[src/hw/cdt_pkg.sv]
// Package of the cable diagnostic configuration register bank.
// Assumes a 32-bit APB master; register indices are word numbers, byte address is four times.
// How it works
// Writing start bit 15 launches length estimation.
// Length averaging field bits 2:0, reset 001.
// Cross-disable bit 14 forces regular mode only.
// Cross mode listens on the other pair.
// Bit 13 set skips the transmit pair.
// Transmit bypass moves results into receive slots.
// Receive bypass bit 12 reads zero, read-only.
// Software writes one to reserved bit 11.
// Field 10:8 picks 1 to 64 averaged cycles.
// Pulse register bits 3:0, reset 0001.
// Listen register bits 15:8, reset A0.
// Threshold register bits 12:8, reset 0D.
// Software ignores reserved read-write field values.
// Read-only reserved bits ignore writes, read zero.
// Software trusts peaks only after done reads one.
// Fail and done status bits, read-only.
// Start ignored while a run is busy.
package cdt_pkg;
    // Register indices.
    localparam logic [9:0] IDX_LEN_CTRL = 10'h155;
    localparam logic [9:0] IDX_DIAG_MAIN = 10'h170;
    localparam logic [9:0] IDX_DIAG_PULSE = 10'h171;
    localparam logic [9:0] IDX_DIAG_LISTEN = 10'h173;
    localparam logic [9:0] IDX_DIAG_THRESH = 10'h177;
    localparam logic [9:0] IDX_DIAG_STATUS = 10'h01E;
    localparam logic [9:0] IDX_IRQ_STATUS = 10'h190;
    localparam logic [9:0] IDX_IRQ_MASK = 10'h191;
    localparam logic [9:0] IDX_SLOT_BASE = 10'h1A0;
    // Field positions.
    localparam int LEN_START_BIT = 15;
    localparam int LEN_DONE_BIT = 12;
    localparam int LEN_RES_LSB = 4;
    localparam int CROSS_DIS_BIT = 14;
    localparam int TX_BYP_BIT = 13;
    localparam int RX_BYP_BIT = 12;
    localparam int RSV_ONE_BIT = 11;
    localparam int AVG_LSB = 8;
    localparam int THRESH_LSB = 8;
    localparam int TDR_START_BIT = 15;
    localparam int TDR_DONE_BIT = 1;
    localparam int TDR_FAIL_BIT = 0;
    // Reset values, the threshold mask and the reserved averaging code.
    localparam logic [2:0] LEN_AVG_RST = 3'h1;
    localparam logic [2:0] AVG_CODE_RST = 3'h6;
    localparam logic [15:0] PULSE_RST = 16'hC851;
    localparam logic [15:0] LISTEN_RST = 16'hA01E;
    localparam logic [15:0] THRESH_RST = 16'h0D96;
    localparam logic [15:0] THRESH_MASK = 16'hFFFF;
    localparam logic [2:0] AVG_RESERVED = 3'h7;
    // Interrupt status bits.
    localparam int IRQ_LEN_DONE = 0;
    localparam int IRQ_TDR_DONE = 1;
    localparam int IRQ_TDR_FAIL = 2;
    // Peak slots: five per pair.
    localparam int PEAKS_PER_PAIR = 5;
    localparam int SLOT_COUNT = 10;

    // Settings handed to the reflectometry engine.
    typedef struct packed {
        logic cross_mode;
        logic tx_pair_en;
        logic rx_pair_en;
        logic [6:0] avg_cycles;
        logic [3:0] pulse_ref;
        logic [7:0] listen_len;
        logic [4:0] short_thresh;
        logic [2:0] len_avg;
    } cdt_cfg_type;

    // One peak location reported by the engine.
    typedef struct packed {
        logic valid;
        logic rx_pair;
        logic [2:0] index;
        logic [7:0] location;
    } cdt_peak_type;

    // Register state of the bank.
    typedef struct packed {
        logic [2:0] len_avg;
        logic cross_dis;
        logic tx_byp;
        logic rsv_one;
        logic [2:0] avg_code;
        logic [15:0] pulse;
        logic [15:0] listen;
        logic [15:0] thresh;
        logic [2:0] irq_st;
        logic [2:0] irq_mask;
        logic [7:0] len_result;
        logic pready;
        logic pslverr;
        logic [31:0] prdata;
        logic irq;
        logic len_req;
        logic tdr_req;
    } cdt_state_type;

    // Run sequencer state.
    typedef enum logic [0:0] {
        RUN_IDLE = 1'b0,
        RUN_BUSY = 1'b1
    } cdt_run_state_type;
endpackage

[src/hw/cdt_regs.sv]
// Cable diagnostic configuration bank: APB slave, run control, peak slots, interrupt.
// Assumes an APB master on clock_in and a reflectometry engine on the same clock.
`timescale 1ns/1ps
module cdt_regs (
    // Clock and reset.
    input wire logic clock_in,
    input wire logic rst_in,
    // APB slave.
    input wire logic psel,
    input wire logic penable,
    input wire logic pwrite,
    input wire logic [11:0] paddr,
    input wire logic [31:0] pwdata,
    output logic [31:0] prdata,
    output logic pready,
    output logic pslverr,
    // Length estimation engine.
    input wire logic len_done_in,
    input wire logic [7:0] length_est_result_in,
    output logic len_start_out,
    // Reflectometry engine.
    input wire logic tdr_done_in,
    input wire logic tdr_fail_in,
    input wire cdt_pkg::cdt_peak_type peak_in,
    output logic tdr_start_out,
    output cdt_pkg::cdt_cfg_type cfg_out,
    // Interrupt.
    output logic irq_out
);
    cdt_pkg::cdt_state_type s_r;
    cdt_pkg::cdt_state_type s_nxt;

    logic len_busy;
    logic len_done;
    logic len_finish;
    logic tdr_busy;
    logic tdr_done;
    logic tdr_fail;
    logic tdr_finish;
    logic [7:0] slot_q;
    logic [3:0] slot_wr_addr;
    logic [3:0] slot_rd_addr;
    logic [9:0] idx;
    logic setup;
    logic wr_take;
    logic [31:0] rd_word;
    logic rd_hit;

    // Averaging code to cycle count; the reserved code is held at the largest count.
    function automatic logic [6:0] avg_count(input logic [2:0] code);
        logic [6:0] n;
        n = (code == cdt_pkg::AVG_RESERVED) ? 7'h40 : 7'((8'h01 << code) & 8'h7F);
        return n;
    endfunction

    // Slot of a peak; transmit peaks move to receive slots under bypass.
    function automatic logic [3:0] slot_of(input logic rx, input logic [2:0] i,
                                           input logic byp);
        logic [3:0] base;
        base = (rx || byp) ? 4'(cdt_pkg::PEAKS_PER_PAIR) : 4'h0;
        return 4'(base + {1'b0, i});
    endfunction

    assign idx = paddr[11:2];
    assign setup = psel && !penable;
    assign wr_take = psel && penable && s_r.pready && pwrite;
    assign slot_wr_addr = slot_of(peak_in.rx_pair, peak_in.index, s_r.tx_byp);
    assign slot_rd_addr = 4'(idx - cdt_pkg::IDX_SLOT_BASE);

    // Length estimation run.
    cdt_run_seq u_len_seq (
        .clock_in(clock_in),
        .rst_in(rst_in),
        .start_req_in(s_r.len_req),
        .done_in(len_done_in),
        .fail_in(1'b0),
        .start_out(len_start_out),
        .busy_out(len_busy),
        .done_out(len_done),
        .fail_out(),
        .finish_out(len_finish)
    );

    // Reflectometry run.
    cdt_run_seq u_tdr_seq (
        .clock_in(clock_in),
        .rst_in(rst_in),
        .start_req_in(s_r.tdr_req),
        .done_in(tdr_done_in),
        .fail_in(tdr_fail_in),
        .start_out(tdr_start_out),
        .busy_out(tdr_busy),
        .done_out(tdr_done),
        .fail_out(tdr_fail),
        .finish_out(tdr_finish)
    );

    // Peak slots.
    cdt_slot_mem #(
        .DEPTH(cdt_pkg::SLOT_COUNT),
        .WIDTH(8)
    ) u_slots (
        .clock_in(clock_in),
        .rst_in(rst_in),
        .wr_en_in(peak_in.valid),
        .wr_addr_in(slot_wr_addr),
        .wr_data_in(peak_in.location),
        .rd_addr_in(slot_rd_addr),
        .rd_data_out(slot_q)
    );

    // Read mux; reserved read-only bits are tied to zero.
    always_comb begin
        rd_word = 32'h0000_0000;
        rd_hit = 1'b1;
        case (idx)
            cdt_pkg::IDX_LEN_CTRL: begin
                rd_word[cdt_pkg::LEN_DONE_BIT] = len_done;
                rd_word[cdt_pkg::LEN_RES_LSB +: 8] = s_r.len_result;
                rd_word[2:0] = s_r.len_avg;
            end
            cdt_pkg::IDX_DIAG_MAIN: begin
                rd_word[cdt_pkg::CROSS_DIS_BIT] = s_r.cross_dis;
                rd_word[cdt_pkg::TX_BYP_BIT] = s_r.tx_byp;
                rd_word[cdt_pkg::RX_BYP_BIT] = 1'b0;
                rd_word[cdt_pkg::RSV_ONE_BIT] = s_r.rsv_one;
                rd_word[cdt_pkg::AVG_LSB +: 3] = s_r.avg_code;
            end
            cdt_pkg::IDX_DIAG_PULSE: rd_word[15:0] = s_r.pulse;
            cdt_pkg::IDX_DIAG_LISTEN: rd_word[15:0] = s_r.listen;
            cdt_pkg::IDX_DIAG_THRESH: rd_word[15:0] = s_r.thresh;
            cdt_pkg::IDX_DIAG_STATUS: begin
                rd_word[cdt_pkg::TDR_DONE_BIT] = tdr_done;
                rd_word[cdt_pkg::TDR_FAIL_BIT] = tdr_fail;
            end
            cdt_pkg::IDX_IRQ_STATUS: rd_word[2:0] = s_r.irq_st;
            cdt_pkg::IDX_IRQ_MASK: rd_word[2:0] = s_r.irq_mask;
            default: begin
                if (idx >= cdt_pkg::IDX_SLOT_BASE &&
                    idx < cdt_pkg::IDX_SLOT_BASE + 10'(cdt_pkg::SLOT_COUNT)) begin
                    rd_word[7:0] = slot_q;
                end else begin
                    rd_hit = 1'b0;
                end
            end
        endcase
    end

    // Next state: bus answer one wait state, writes at the completing edge.
    always_comb begin
        s_nxt = s_r;
        s_nxt.len_req = 1'b0;
        s_nxt.tdr_req = 1'b0;
        s_nxt.pready = psel && penable && !s_r.pready;
        s_nxt.pslverr = 1'b0;
        if (psel && penable && !s_r.pready) begin
            s_nxt.prdata = pwrite ? 32'h0000_0000 : rd_word;
            s_nxt.pslverr = !rd_hit || (paddr[1:0] != 2'h0);
        end
        if (wr_take && !s_r.pslverr) begin
            case (idx)
                cdt_pkg::IDX_LEN_CTRL: begin
                    s_nxt.len_req = pwdata[cdt_pkg::LEN_START_BIT] && !len_busy;
                    s_nxt.len_avg = pwdata[2:0];
                end
                cdt_pkg::IDX_DIAG_MAIN: begin
                    s_nxt.cross_dis = pwdata[cdt_pkg::CROSS_DIS_BIT];
                    s_nxt.tx_byp = pwdata[cdt_pkg::TX_BYP_BIT];
                    s_nxt.rsv_one = pwdata[cdt_pkg::RSV_ONE_BIT];
                    s_nxt.avg_code = pwdata[cdt_pkg::AVG_LSB +: 3];
                end
                cdt_pkg::IDX_DIAG_PULSE: s_nxt.pulse = pwdata[15:0];
                cdt_pkg::IDX_DIAG_LISTEN: s_nxt.listen = pwdata[15:0];
                cdt_pkg::IDX_DIAG_THRESH: s_nxt.thresh = pwdata[15:0];
                cdt_pkg::IDX_DIAG_STATUS: begin
                    s_nxt.tdr_req = pwdata[cdt_pkg::TDR_START_BIT] && !tdr_busy;
                end
                cdt_pkg::IDX_IRQ_STATUS: s_nxt.irq_st = s_r.irq_st & ~pwdata[2:0];
                cdt_pkg::IDX_IRQ_MASK: s_nxt.irq_mask = pwdata[2:0];
                default: s_nxt.pslverr = 1'b0;
            endcase
        end
        // The length result is caught on the engine's done pulse only.
        if (len_busy && len_done_in) begin
            s_nxt.len_result = length_est_result_in;
        end
        // Events are applied after the clear so that a set in the same cycle wins.
        s_nxt.irq_st[cdt_pkg::IRQ_LEN_DONE] = s_nxt.irq_st[cdt_pkg::IRQ_LEN_DONE] | len_finish;
        s_nxt.irq_st[cdt_pkg::IRQ_TDR_DONE] = s_nxt.irq_st[cdt_pkg::IRQ_TDR_DONE] | tdr_finish;
        s_nxt.irq_st[cdt_pkg::IRQ_TDR_FAIL] = s_nxt.irq_st[cdt_pkg::IRQ_TDR_FAIL] |
            (tdr_finish && tdr_fail);
        s_nxt.irq = |(s_nxt.irq_st & s_nxt.irq_mask);
    end

    // State register with documented reset values.
    always_ff @(posedge clock_in) begin
        if (rst_in) begin
            s_r <= '0;
            s_r.len_avg <= cdt_pkg::LEN_AVG_RST;
            s_r.rsv_one <= 1'b1;
            s_r.avg_code <= cdt_pkg::AVG_CODE_RST;
            s_r.pulse <= cdt_pkg::PULSE_RST;
            s_r.listen <= cdt_pkg::LISTEN_RST;
            s_r.thresh <= cdt_pkg::THRESH_RST;
        end else begin
            s_r <= s_nxt;
        end
    end

    // Outputs come straight from the state register.
    assign prdata = s_r.prdata;
    assign pready = s_r.pready;
    assign pslverr = s_r.pslverr;
    assign irq_out = s_r.irq;
    // Cross mode sends the engine to listen on the other pair.
    assign cfg_out.cross_mode = !s_r.cross_dis;
    assign cfg_out.tx_pair_en = !s_r.tx_byp;
    assign cfg_out.rx_pair_en = 1'b1;
    assign cfg_out.avg_cycles = avg_count(s_r.avg_code);
    assign cfg_out.pulse_ref = s_r.pulse[3:0];
    assign cfg_out.listen_len = s_r.listen[15:8];
    assign cfg_out.short_thresh = s_r.thresh[cdt_pkg::THRESH_LSB +: 5];
    assign cfg_out.len_avg = s_r.len_avg;

    // Checks.
    property p_len_start;
        @(posedge clock_in) disable iff (rst_in)
        wr_take && idx == cdt_pkg::IDX_LEN_CTRL && pwdata[15] && !len_busy && paddr[1:0] == 2'h0
        |=> ##1 len_start_out ##1 !len_start_out && len_busy;
    endproperty
    a_len_start: assert property (p_len_start) else $error("Length start lost.");

    property p_start_reads_zero;
        @(posedge clock_in) disable iff (rst_in)
        pready && !pwrite && idx == cdt_pkg::IDX_LEN_CTRL |-> !prdata[15] && prdata[3] == 1'b0;
    endproperty
    a_start_reads_zero: assert property (p_start_reads_zero) else $error("Bad read.");

    property p_rx_byp_zero;
        @(posedge clock_in) disable iff (rst_in)
        pready && !pwrite && idx == cdt_pkg::IDX_DIAG_MAIN |-> prdata[12] == 1'b0 &&
        prdata[7:0] == 8'h00 && prdata[15] == 1'b0;
    endproperty
    a_rx_byp_zero: assert property (p_rx_byp_zero) else $error("Reserved bit set.");

    property p_cross;
        @(posedge clock_in) disable iff (rst_in)
        wr_take && idx == cdt_pkg::IDX_DIAG_MAIN && !pslverr
        |=> cfg_out.cross_mode == !$past(pwdata[14]) && cfg_out.tx_pair_en == !$past(pwdata[13]);
    endproperty
    a_cross: assert property (p_cross) else $error("Mode bits wrong.");

    property p_avg;
        @(posedge clock_in) disable iff (rst_in)
        s_r.avg_code != 3'h7 |-> cfg_out.avg_cycles == (7'h40 >> (3'h6 - s_r.avg_code));
    endproperty
    a_avg: assert property (p_avg) else $error("Average count wrong.");

    property p_bypass_slot;
        @(posedge clock_in) disable iff (rst_in)
        peak_in.valid && s_r.tx_byp |-> slot_wr_addr >= 4'h5;
    endproperty
    a_bypass_slot: assert property (p_bypass_slot) else $error("Peak in transmit slot.");

    property p_fields_hold;
        @(posedge clock_in) disable iff (rst_in)
        !wr_take ##1 1'b1 |-> $stable(s_r.pulse) && $stable(s_r.listen) && $stable(s_r.thresh);
    endproperty
    a_fields_hold: assert property (p_fields_hold) else $error("Field moved.");

    property p_fail_status;
        @(posedge clock_in) disable iff (rst_in)
        tdr_finish && tdr_fail |=> s_r.irq_st[2] && s_r.irq_st[1];
    endproperty
    a_fail_status: assert property (p_fail_status) else $error("Fail not flagged.");

    property p_irq;
        @(posedge clock_in) disable iff (rst_in)
        irq_out == |(s_r.irq_st & s_r.irq_mask);
    endproperty
    a_irq: assert property (p_irq) else $error("Interrupt mismatch.");

    c_len_run: cover property (@(posedge clock_in) len_start_out ##[1:200] len_finish);
    c_tdr_fail: cover property (@(posedge clock_in) tdr_finish && tdr_fail);
    c_bypass_peak: cover property (@(posedge clock_in) peak_in.valid && s_r.tx_byp);
    c_irq: cover property (@(posedge clock_in) irq_out);
endmodule

[src/hw/cdt_run_seq.sv]
// Start and completion handshake for one measurement run.
// Assumes the engine on the same clock, answering with a one-cycle done pulse.
`timescale 1ns/1ps
module cdt_run_seq (
    // Clock and reset.
    input wire logic clock_in,
    input wire logic rst_in,
    // Request from the register bank.
    input wire logic start_req_in,
    // Answer from the engine.
    input wire logic done_in,
    input wire logic fail_in,
    // Run state.
    output logic start_out,
    output logic busy_out,
    output logic done_out,
    output logic fail_out,
    output logic finish_out
);
    typedef struct packed {
        cdt_pkg::cdt_run_state_type st;
        logic start;
        logic done;
        logic fail;
        logic finish;
    } cdt_seq_type;

    cdt_seq_type s_r;
    cdt_seq_type s_nxt;

    // A start during a run is dropped so that one launch gives one result.
    always_comb begin
        s_nxt = s_r;
        s_nxt.start = 1'b0;
        s_nxt.finish = 1'b0;
        case (s_r.st)
            cdt_pkg::RUN_IDLE: begin
                if (start_req_in) begin
                    s_nxt.st = cdt_pkg::RUN_BUSY;
                    s_nxt.start = 1'b1;
                    s_nxt.done = 1'b0;
                    s_nxt.fail = 1'b0;
                end
            end
            cdt_pkg::RUN_BUSY: begin
                if (done_in) begin
                    s_nxt.st = cdt_pkg::RUN_IDLE;
                    s_nxt.done = 1'b1;
                    s_nxt.fail = fail_in;
                    s_nxt.finish = 1'b1;
                end
            end
            default: s_nxt.st = cdt_pkg::RUN_IDLE;
        endcase
    end

    // State register.
    always_ff @(posedge clock_in) begin
        if (rst_in) begin
            s_r <= '0;
        end else begin
            s_r <= s_nxt;
        end
    end

    assign start_out = s_r.start;
    assign busy_out = (s_r.st == cdt_pkg::RUN_BUSY);
    assign done_out = s_r.done;
    assign fail_out = s_r.fail;
    assign finish_out = s_r.finish;

    property p_no_restart;
        @(posedge clock_in) disable iff (rst_in)
        busy_out && !done_in |=> !start_out;
    endproperty
    a_no_restart: assert property (p_no_restart) else $error("Start while busy.");

    property p_fail_on_done;
        @(posedge clock_in) disable iff (rst_in)
        busy_out && done_in |=> done_out && (fail_out == $past(fail_in)) && !busy_out;
    endproperty
    a_fail_on_done: assert property (p_fail_on_done) else $error("Bad end of run.");
endmodule

[src/hw/cdt_slot_mem.sv]
// Peak location slots, one byte each, with a registered read port.
// Assumes one write and one read per cycle; read data follow one edge after the address.
`timescale 1ns/1ps
module cdt_slot_mem #(
    parameter int DEPTH = 10,
    parameter int WIDTH = 8
) (
    // Clock and reset.
    input wire logic clock_in,
    input wire logic rst_in,
    // Write port.
    input wire logic wr_en_in,
    input wire logic [3:0] wr_addr_in,
    input wire logic [WIDTH-1:0] wr_data_in,
    // Read port.
    input wire logic [3:0] rd_addr_in,
    output logic [WIDTH-1:0] rd_data_out
);
    logic [WIDTH-1:0] mem_r [DEPTH];
    logic [WIDTH-1:0] q_r;

    // Slots clear on reset only; a new run leaves peaks of an earlier run in slots that it does not write.
    always_ff @(posedge clock_in) begin
        if (rst_in) begin
            for (int i = 0; i < DEPTH; i++) begin
                mem_r[i] <= '0;
            end
            q_r <= '0;
        end else begin
            if (wr_en_in && int'(wr_addr_in) < DEPTH) begin
                mem_r[wr_addr_in] <= wr_data_in;
            end
            q_r <= (int'(rd_addr_in) < DEPTH) ? mem_r[rd_addr_in] : '0;
        end
    end

    assign rd_data_out = q_r;
endmodule

[config.mk]
export PLATFORM = sky130hd
export DESIGN_NAME = cdt_regs
export DESIGN_NICKNAME = d
export VERILOG_FILES = /design/src/hw/cdt_pkg.sv /design/src/hw/cdt_regs.sv /design/src/hw/cdt_run_seq.sv /design/src/hw/cdt_slot_mem.sv
export SDC_FILE = /design/constraint.sdc
export NUM_CORES = 1
export LEC_CHECK = 0
export ABC_AREA = 0
export BUFFER_PORTS_ARGS = -buffer_cell sky130_fd_sc_hd__buf_2
export CORE_ASPECT_RATIO = 1.2
export CORE_MARGIN = 2
export CORE_UTILIZATION = 41
export DETAILED_ROUTE_END_ITERATION = 8
export GPL_ROUTABILITY_DRIVEN = 0
export GPL_TIMING_DRIVEN = 0
export SYNTH_ARGS = -nofsm -noshare
export SYNTH_HDL_FRONTEND = slang
export SYNTH_SLANG_ARGS = --single-unit
[constraint.sdc]
create_clock -name clock_in -period 7.65 [get_ports clock_in]
set_input_delay 2.295 -clock clock_in [delete_from_list [all_inputs] [get_ports clock_in]]
set_output_delay 2.295 -clock clock_in [all_outputs]
set_load 0.05 [all_outputs]
# After elaboration in Yosys (flattened, before gate mapping)
# Memories as Yosys holds them, arrays and structs flattened. A register that Yosys moved wholly into a read port is not among the register bits.
# Cells that the tools add are included.
word_totals:
  inputBits: 73
  mem_count: 1
  elab_cells: 137
  ram_bits: 80
  reg_bits: 117
  out_inout_bits: 67
op_classes:
  add_sub_neg: 2
  shift: 1
  n_mux: 37
  reduce_logical: 41
  order_cmp: 4
  eq_ne: 13
  n_bitwise: 12
mem_list:
  columns: ["name", "words", "width", "rd", "rd_clocked_by_memory_dff", "wr", "line_no", "source"]
  rows:
  - ["u_slots.mem_r", 10, 8, 1, 1, 10, "cdt_slot_mem.sv:19", "logic [WIDTH-1:0] mem_r [DEPTH];"]
op_table:
  columns: ["op", "n"]
  rows:
  - ["10-bit by 9-bit == test with 1-bit output, second input constant", 7]
  - ["33-bit 2-to-1 mux", 1]
  - ["5-bit one-hot mux with 5 select lines", 1]
  - ["4-bit one-hot mux with 5 select lines", 1]
  - ["16-bit 2-to-1 mux", 1]
  - ["8-bit 2-to-1 mux", 2]
  - ["2-bit one-hot mux with 8 select lines", 1]
  - ["8-bit OR reduction", 2]
  - ["3-bit 2-to-1 mux", 5]
  - ["2-bit AND reduction", 7]
  - ["1-bit 2-to-1 mux", 12]
  - ["4-bit 2-to-1 mux", 3]
  - ["2-bit OR reduction", 6]
  - ["1-bit logical AND", 11]
  - ["10-bit by 5-bit == test with 1-bit output, second input constant", 1]
  - ["10-bit by 9-bit >= comparator with 1-bit output, second input constant", 1]
  - ["10-bit by 9-bit < comparator with 1-bit output, second input constant", 1]
  - ["3-bit OR reduction", 3]
  - ["4-bit < comparator, second input constant", 2]
  - ["2-bit inequality test, second input constant", 4]
  - ["2-bit one-hot mux with 2 select lines", 2]
  - ["2-bit one-hot mux with 4 select lines", 1]
  - ["1-bit zero test", 7]
  - ["7-bit 2-to-1 mux", 1]
  - ["17 further kinds", 27]

# Logic depth before layout (Yosys ltp)
# Gate-level depths: netlist of run 1.
depth:
  word_depth: 10
  ltp_mapped: 8

# Modules after synthesis
# Synthesis of run 1 repeated with hierarchy kept, for this count alone.
hier_totals:
  hier_cells: 886
  hier_area_um2: 8999.9
modules_own_cells:
  columns: ["mod", "area_each_um2", "seq_area_each_um2", "cells_each", "n_inst"]
  rows:
  - ["cdt_regs", 4722.0, 1841.8, 568, 1]
  - ["cdt_slot_mem", 3942.5, 2562.5, 286, 1]
  - ["cdt_run_seq", 167.7, 100.1, 16, 2]

# Least setup slack after synthesis of run 1
# Ideal clock, no wire load.
synth_timing:
  kind: "in2reg"
  start: "input peak_in[11] in the netlist's numbering"
  end: "memory u_slots.mem_r[1][0], enable pin"
  stages: 7
  arrival_ps: 4056
  path_buffers: 0
  slack_ps: 3260
  cell_sequence: "or2_2 ha_1 ha_1 xnor2_1 nor2b_1 nand3_1 nand2b_1"
synth_lines:
  columns: ["element", "line_no", "source"]
  rows:
  - ["start, declared", "cdt_regs.sv:24", "input wire cdt_pkg::cdt_peak_type peak_in,"]
  - ["end, declared", "cdt_slot_mem.sv:19", null]

==> results of run 1 <==
[worst register-to-register path: stages (launching register included)]
cell      delay (ns)
dfxtp_1         0.35
or2_2           0.36
ha_1            0.22
ha_1            0.19
xnor2_1         0.38
nor2b_1         0.32
nand3_1         0.40
nand2b_1        0.50
[flip-flops by register name (all words and copies together) (netlist names), 8 cells and up]
signal / flops
cfg_out: 20
prdata: 16
s_r: 53
u_slots.mem_r: 96
u_slots.rd_data_out: 8
[worst paths after layout]
kind	startpoint	to	cells after the start
hold / removal	prdata[12]$_SDFFE_PP0P_	prdata[12]$_SDFFE_PP0P_	2
setup reg to reg	s_r[103]$_SDFFE_PP0P_	u_slots.mem_r[8][7]$_SDFFCE_PN0P_	7
setup / recovery	peak_in[11]	u_slots.mem_r[8][7]$_SDFFCE_PN0P_	8
hold reg to reg	prdata[12]$_SDFFE_PP0P_	prdata[12]$_SDFFE_PP0P_	2
[per-stage QoR]
| stage | hold WS, ns | total power, W | instance area, µm² | setup WS, ns | utilization, % |
|---|---|---|---|---|---|
| 6_report | 0.452 | 0.00236 | 10900 | 3.07 | 48.9 |
| 3_5_place_dp | 0.443 | 0.00140 | 10200 | 2.56 | 45.9 |
| 5_1_grt | 0.471 | 0.00244 | 10900 | 2.88 | 48.9 |
| 3_3_place_gp | 0.439 | 0.00140 | 10200 | 2.60 | 45.9 |
| 2_1_floorplan | 0.421 | 0.00133 | 9330 | 3.26 | - |
| 4_1_cts | 0.456 | 0.00237 | 10900 | 3.09 | 48.9 |
[metal layers]
| layer | global-route usage (%) | vias up |
|---|---|---|
| met3 | 2.84 | 43 |
| met1 | 26.1 | 3291 |
| li1 | - | 3334 |
| met2 | 37.3 | 197 |
| met5 | 0 | - |
| met4 | 5.96 | 2 |
[cells by family (layout without fill, tap and decap cells)]
group | after synthesis | in the layout | share of synthesized area [%]
AO/OA/AOI/OAI | 125 | 125 | 8.91
XOR/XNOR | 1 | 1 | 0.0951
adder cells (fa/ha/maj) | 3 | 3 | 0.408
buffers and inverters | 123 | 266 | 7.43
flip-flops | 205 | 205 | 55.0
multiplexers | 49 | 49 | 8.84
other | 2 | 33 | 0.0815
AND/OR/NAND/NOR | 369 | 369 | 19.2
[synthesized netlist by cell type, types with 4 or more instances]
library cell,count
mux2_2,7
a211o_1,4
nor2_1,96
a221oi_1,8
nor2b_1,5
a22o_1,4
a222oi_1,5
buf_4,54
and2_1,14
mux4_2,24
a21oi_1,50
clkbuf_1,28
inv_1,24
edfxtp_1,96
mux2i_1,15
o22ai_1,8
nand2_1,156
dfxtp_1,109
nand3_1,13
a21boi_0,4
nand2b_1,18
o2bb2ai_1,6
buf_1,6
o21ai_0,17
nor3_1,5
and3_1,9
buf_2,9
nand3b_1,23
[power groups by stage]
stage	clock [W]	combinational (W)	sequential [W]
floorplan	0	0.000117	0.00121
global placement	0	0.000178	0.00122
detailed placement	0	0.000180	0.00122
CTS	0.000998	0.000180	0.00120
global route	0.00105	0.000193	0.00120
finish	0.000983	0.000179	0.00120
[layout make-up]
| class | count | area (µm²) | share of cell area (%) |
|---|---|---|---|
| Buffer | 99 | 594 | 5.47 |
| Inverter | 24 | 90.1 | 0.829 |
| Clock buffer | 31 | 627 | 5.77 |
| Clock inverter | 8 | 37.5 | 0.346 |
| Sequential cell | 205 | 5060 | 46.6 |
| Multi-Input combinational cell | 580 | 3580 | 32.9 |
| Tap cell | 279 | 349 | 3.21 |
| Timing Repair Buffer | 104 | 520 | 4.79 |
==> results.yml, run 1 <==
placed_design:
  io_buffers: 104
  dp_hpwl_um: 18400
  dp_cells: 1291
clocking:
  clk_latency_ns: 0.49
  numCtsBuffers: 22
  cts_tree: "built"
  cts-root-buf: "clkbuf_16"
  clk_pin_slew_ns: 0.06
  ctsHtreeMaxLevel: 1
  cts-resized-gates: 0
  cts_hold_buf: 0
  clock_path_buffers: 3
  cts.sinks: 205
  cts_setup_buffers: 0
worst_setup_path:
  crit_chain: "buf_2 -> or2_2 -> ha_1 -> ha_1 -> xnor2_1 -> nor2b_1 -> nand3_1 -> nand2b_1"
  arrival_ns: 4.72
  path_class: "primary input to flip-flop"
  cp_max_fo: 9
  cp-end-kind: "flip-flop"
  required_ns: 7.79
  r2r_slack_ns: 4.57
  critPathMaxStageDelay_ns: 0.50
  cp_slowest_cell: "nand2b_1"
  cpMostUsedCell: "ha_1"
  cp-start-kind: "primary input"
  path_buf_inv: 1
  critical_path.top_delay_family: "simple AND/OR/NAND/NOR gates"
grt:
  antenna_found_initial: 1
  grt_pass1_vias: 6734
  grt_max_degree: 14
  grt.total_usage_pct: 20.8
  gr-total-overflow: 0
  grt_pass1_wl_um: 38000
yosys:
  seq_area_frac_synth_pct: 55.0
  synth.top_cell.area_share_pct: 31.3
  synthCells: 877
  synth_edf_count: 96
  yosysWarningCount: 0
  synth_area_leader_cell: "edfxtp_1"
  yosys_most_used_dff: "dfxtp_1"
  ys_async_sr_fraction_pct: 0
  ys_seq_elements: 205
  syn_avg_cell_area_um2: 10.5
  synth_cell_types: 64
  synthTopCellsByArea: "edfxtp_1 (31%), dfxtp_1 (24%), nand2_1 (6.4%)"
  synth_area_um2: 9210
routing:
  first_iter_violations: 527
  wirelength_um: 24900
  dr.pass1.iters: 5
  highest_layer: "met5"
  viasPerCell: 5.16
  route.met3.wl_um: 1180
  via_count: 6867
  final_antenna_net_count: 0
  avgRoutedWirePerCell_um: 18.7
  drt-met1-wl_um: 10300
  drc_errors: 0
  wl_met2_um: 12700
pwr:
  p_seq_share_pct: 50.7
  power_switching_w: 0.000540
  p_sw_share_pct: 22.9
  power.density_nw_per_um2: 217
  irDropWorstVdd_mv: 0.156
  clkPwrFrac_pct: 41.7
  p_leak_nw: 4.21
  combPwrFrac_pct: 7.6
  p_int_w: 0.00182
layout:
  final_common_cell: "nand2_1"
  fin_cells: 1330
  insertedDiodeCount: 0
  final_layout_size_suffix_gt1_share_pct: 23.4
  nFillCells: 2123
  final_nets: 1112
  mostFrequentLayoutCells: "nand2_1 (156), buf_2 (113), dfxtp_1 (109)"
  syn_to_final_growth_pct: 17.9
floorplan:
  fp.dieArea_um2: 23700
  fp.dieH_um: 168
  fp.dieW_um: 141
  placementRows: 60
  core_um2: 22200
  start_util_pct: 41.5
  pin_count: 140
sta:
  maxSlewViolCount: 0
  min_period_ns: 4.58
  setup_viol: 0
  fmax_ghz: 0.218
  finalHoldViolCount: 0
  finalCritPeriodShare_pct: 59.9
  fin_tns_setup_ns: 0
  slew_headroom_pct: 30.5
  fin_skew_ns: 0.00953
  rsz0062_at_grt: "false"
  worst_pin_slew_ns: 1.04
hold_path:
  hold_path_class: "flip-flop to flip-flop"
status:
  status: "finished clean"
flow_run:
  cap_violations: 0
(Power assumes the default switching activity.)
==> run 2: changes to the inputs <==
ABC_AREA = 1   (was 0)
clock period = 4.6 ns   (was 7.65 ns; I/O delays follow)
==> results.yml, run 2 <==
yosys:
  synth.top_cell.area_share_pct: 31.4
  syn_avg_cell_area_um2: 8.90
  ys_async_sr_fraction_pct: 0
  seq_area_frac_synth_pct: 55.1
  synth_edf_count: 96
  synthTopCellsByArea: "edfxtp_1 (31%), dfxtp_1 (24%), nand2_1 (6.7%)"
  synth_area_um2: 9190
  yosys_most_used_dff: "dfxtp_1"
  synthCells: 1033
  yosysWarningCount: 0
  synth_common_cells: "nand2_1 (165), nor2_1 (133), dfxtp_1 (109)"
  synth.most_common_cell: "nand2_1"
  synth_cell_types: 34
  ys_seq_elements: 205
  synth_area_leader_cell: "edfxtp_1"
sta:
  rsz0062_at_grt: "false"
  finalCritPeriodShare_pct: 79.6
  fin_tns_setup_ns: 0
  fmax_ghz: 0.273
  finalHoldViolCount: 0
  min_period_ns: 3.66
  maxSlewViolCount: 0
  worst_pin_slew_ns: 0.861
  slew_headroom_pct: 42.4
  setup_viol: 0
  fin_skew_ns: 0.00748
grt:
  gr-total-overflow: 0
  grt_pass1_vias: 7391
  antenna_found_initial: 2
  grt_max_degree: 15
  grt.total_usage_pct: 21.9
  grt_pass1_wl_um: 40000
worst_setup_path:
  cp-end-kind: "flip-flop"
  path_class: "primary input to flip-flop"
  path_buf_inv: 3
  critical_path.top_delay_family: "simple AND/OR/NAND/NOR gates"
  cp-start-kind: "primary input"
  required_ns: 4.76
  critPathMaxStageDelay_ns: 0.34
  crit_chain: "buf_2 -> or2_2 -> ha_1 -> ha_1 -> o21ai_1 -> nand3_1 -> inv_1 -> buf_2 -> o21ai_0 -> nand2_1 -> nand2_1"
  arrival_ns: 3.82
  cp_max_fo: 10
  cp_slowest_cell: "nand2_1"
routing:
  avgRoutedWirePerCell_um: 17.5
  dr.pass1.iters: 5
  viasPerCell: 5.10
  drc_errors: 0
  via_count: 7599
  wirelength_um: 26200
  first_iter_violations: 516
  final_antenna_net_count: 0
pwr:
  power.density_nw_per_um2: 370
  irDropWorstVdd_mv: 0.241
  finalPower_w: 0.00405
  p_leak_nw: 4.72
layout:
  syn_to_final_growth_pct: 18.8
  final_layout_size_suffix_gt1_share_pct: 19.3
  final_nets: 1269
  final_common_cell: "nand2_1"
  largest_reg_flops: 96
  fin_area_um2: 10900
  largest_register: "u_slots.mem_r"
  nFillCells: 2139
  mostFrequentLayoutCells: "nand2_1 (165), nor2_1 (133), buf_2 (116)"
hold_path:
  hold_path_class: "flip-flop to flip-flop"
clocking:
  cts_hold_buf: 0
  numCtsBuffers: 22
  ctsHtreeMaxLevel: 1
  cts.sinks: 205
  cts_setup_buffers: 0
  cts-resized-gates: 0
  clk_latency_ns: 0.50
  clock_path_buffers: 3
  clk_pin_slew_ns: 0.06
  cts_tree: "built"
  cts-root-buf: "clkbuf_16"
floorplan:
  core_um2: 22200
  placementRows: 60
  fp.dieH_um: 168
  fp.dieW_um: 141
  fp.dieArea_um2: 23600
  start_util_pct: 41.4
  pin_count: 140
flow_run:
  cap_violations: 0
status:
  status: "finished clean"
placed_design:
  dp_hpwl_um: 19200
  placed_area_um2: 10200
  io_buffers: 105
-- run 2: cell count changes in the layout (fill, tap and decap cells not counted), sizes merged, moves of 14 or more --
| cell | previous run | this run |
|---|---|---|
| nand4 | 3 | 22 |
| and2 | 14 | 0 |
| inv | 24 | 105 |
| mux4 | 24 | 0 |
| mux2i | 15 | 0 |
| a22oi | 2 | 48 |
| o211ai | 1 | 26 |
| nor2 | 96 | 142 |
| a21oi | 50 | 76 |
| nand2b | 18 | 0 |
| nand3 | 13 | 45 |
| nand3b | 23 | 0 |
| o21ai | 20 | 66 |
-- run 2: metrics by stage --
step                worst slack, ns  instances  utilization (%)  hold slack, ns
floorplan                      1.00       1064                -           0.425
global placement              0.446       1448             45.8           0.449
detailed placement            0.375       1448             45.8           0.449
CTS                           0.908       1488             49.1           0.457
global route                  0.746       1490             49.2           0.478
finish                        0.938       1491             49.2           0.453
-- run 2: area by class of cell --
cell class	instances	area [µm²]	share of cell area [%]
Inverter	107	402	3.68
Multi-Input combinational cell	665	3290	30.1
Timing Repair Buffer	105	526	4.81
Clock buffer	29	643	5.89
Antenna cell	3	7.51	0.0687
Clock inverter	11	90.1	0.825
Sequential cell	205	5060	46.4
Tap cell	279	349	3.20
Buffer	87	551	5.04
-- run 2: tightest hold or removal path, cell delays in order, from the launching register on --
cell     delay, ns
dfxtp_1       0.29
inv_1         0.06
a21oi_1       0.06
-- run 2: per-layer routing --
layer | wire length [µm] | track usage (%)
met5 | 0 | 0
met3 | 1430 | 2.99
met4 | 1070 | 9.35
met1 | 10400 | 26.1
met2 | 13200 | 39.7
-- run 2: kinds of logic after synthesis --
logic type,after synthesis,synth area share (%)
flops,205,55.1
buf+inv,194,10.4
other cells,2,0.0817
xor+xnor,1,0.0953
simple gates,391,18.5
fa+ha+maj,3,0.408
compound gates,237,15.5
-- run 2: path summary, 6_finish.rpt --
kind / startpoint / end / slack, ns / cells after the start
setup / recovery: peak_in[11] / u_slots.mem_r[5][7]$_SDFFCE_PN0P_ / 0.94 / 11
hold / removal: u_len_seq.finish_out$_SDFF_PP0_ / s_r[48]$_SDFF_PP0_ / 0.45 / 2
setup reg to reg: s_r[103]$_SDFFE_PP0P_ / u_slots.mem_r[5][7]$_SDFFCE_PN0P_ / 1.54 / 10
hold reg to reg: u_len_seq.finish_out$_SDFF_PP0_ / s_r[48]$_SDFF_PP0_ / 0.45 / 2
-- run 2: power by group --
group	leakage (nW)	total (W)	internal (W)	switching, W
registers	1.80	0.00199	0.00198	0.0000187
logic	2.58	0.000276	0.0000710	0.000205
clock network	0.345	0.00177	0.00104	0.000732
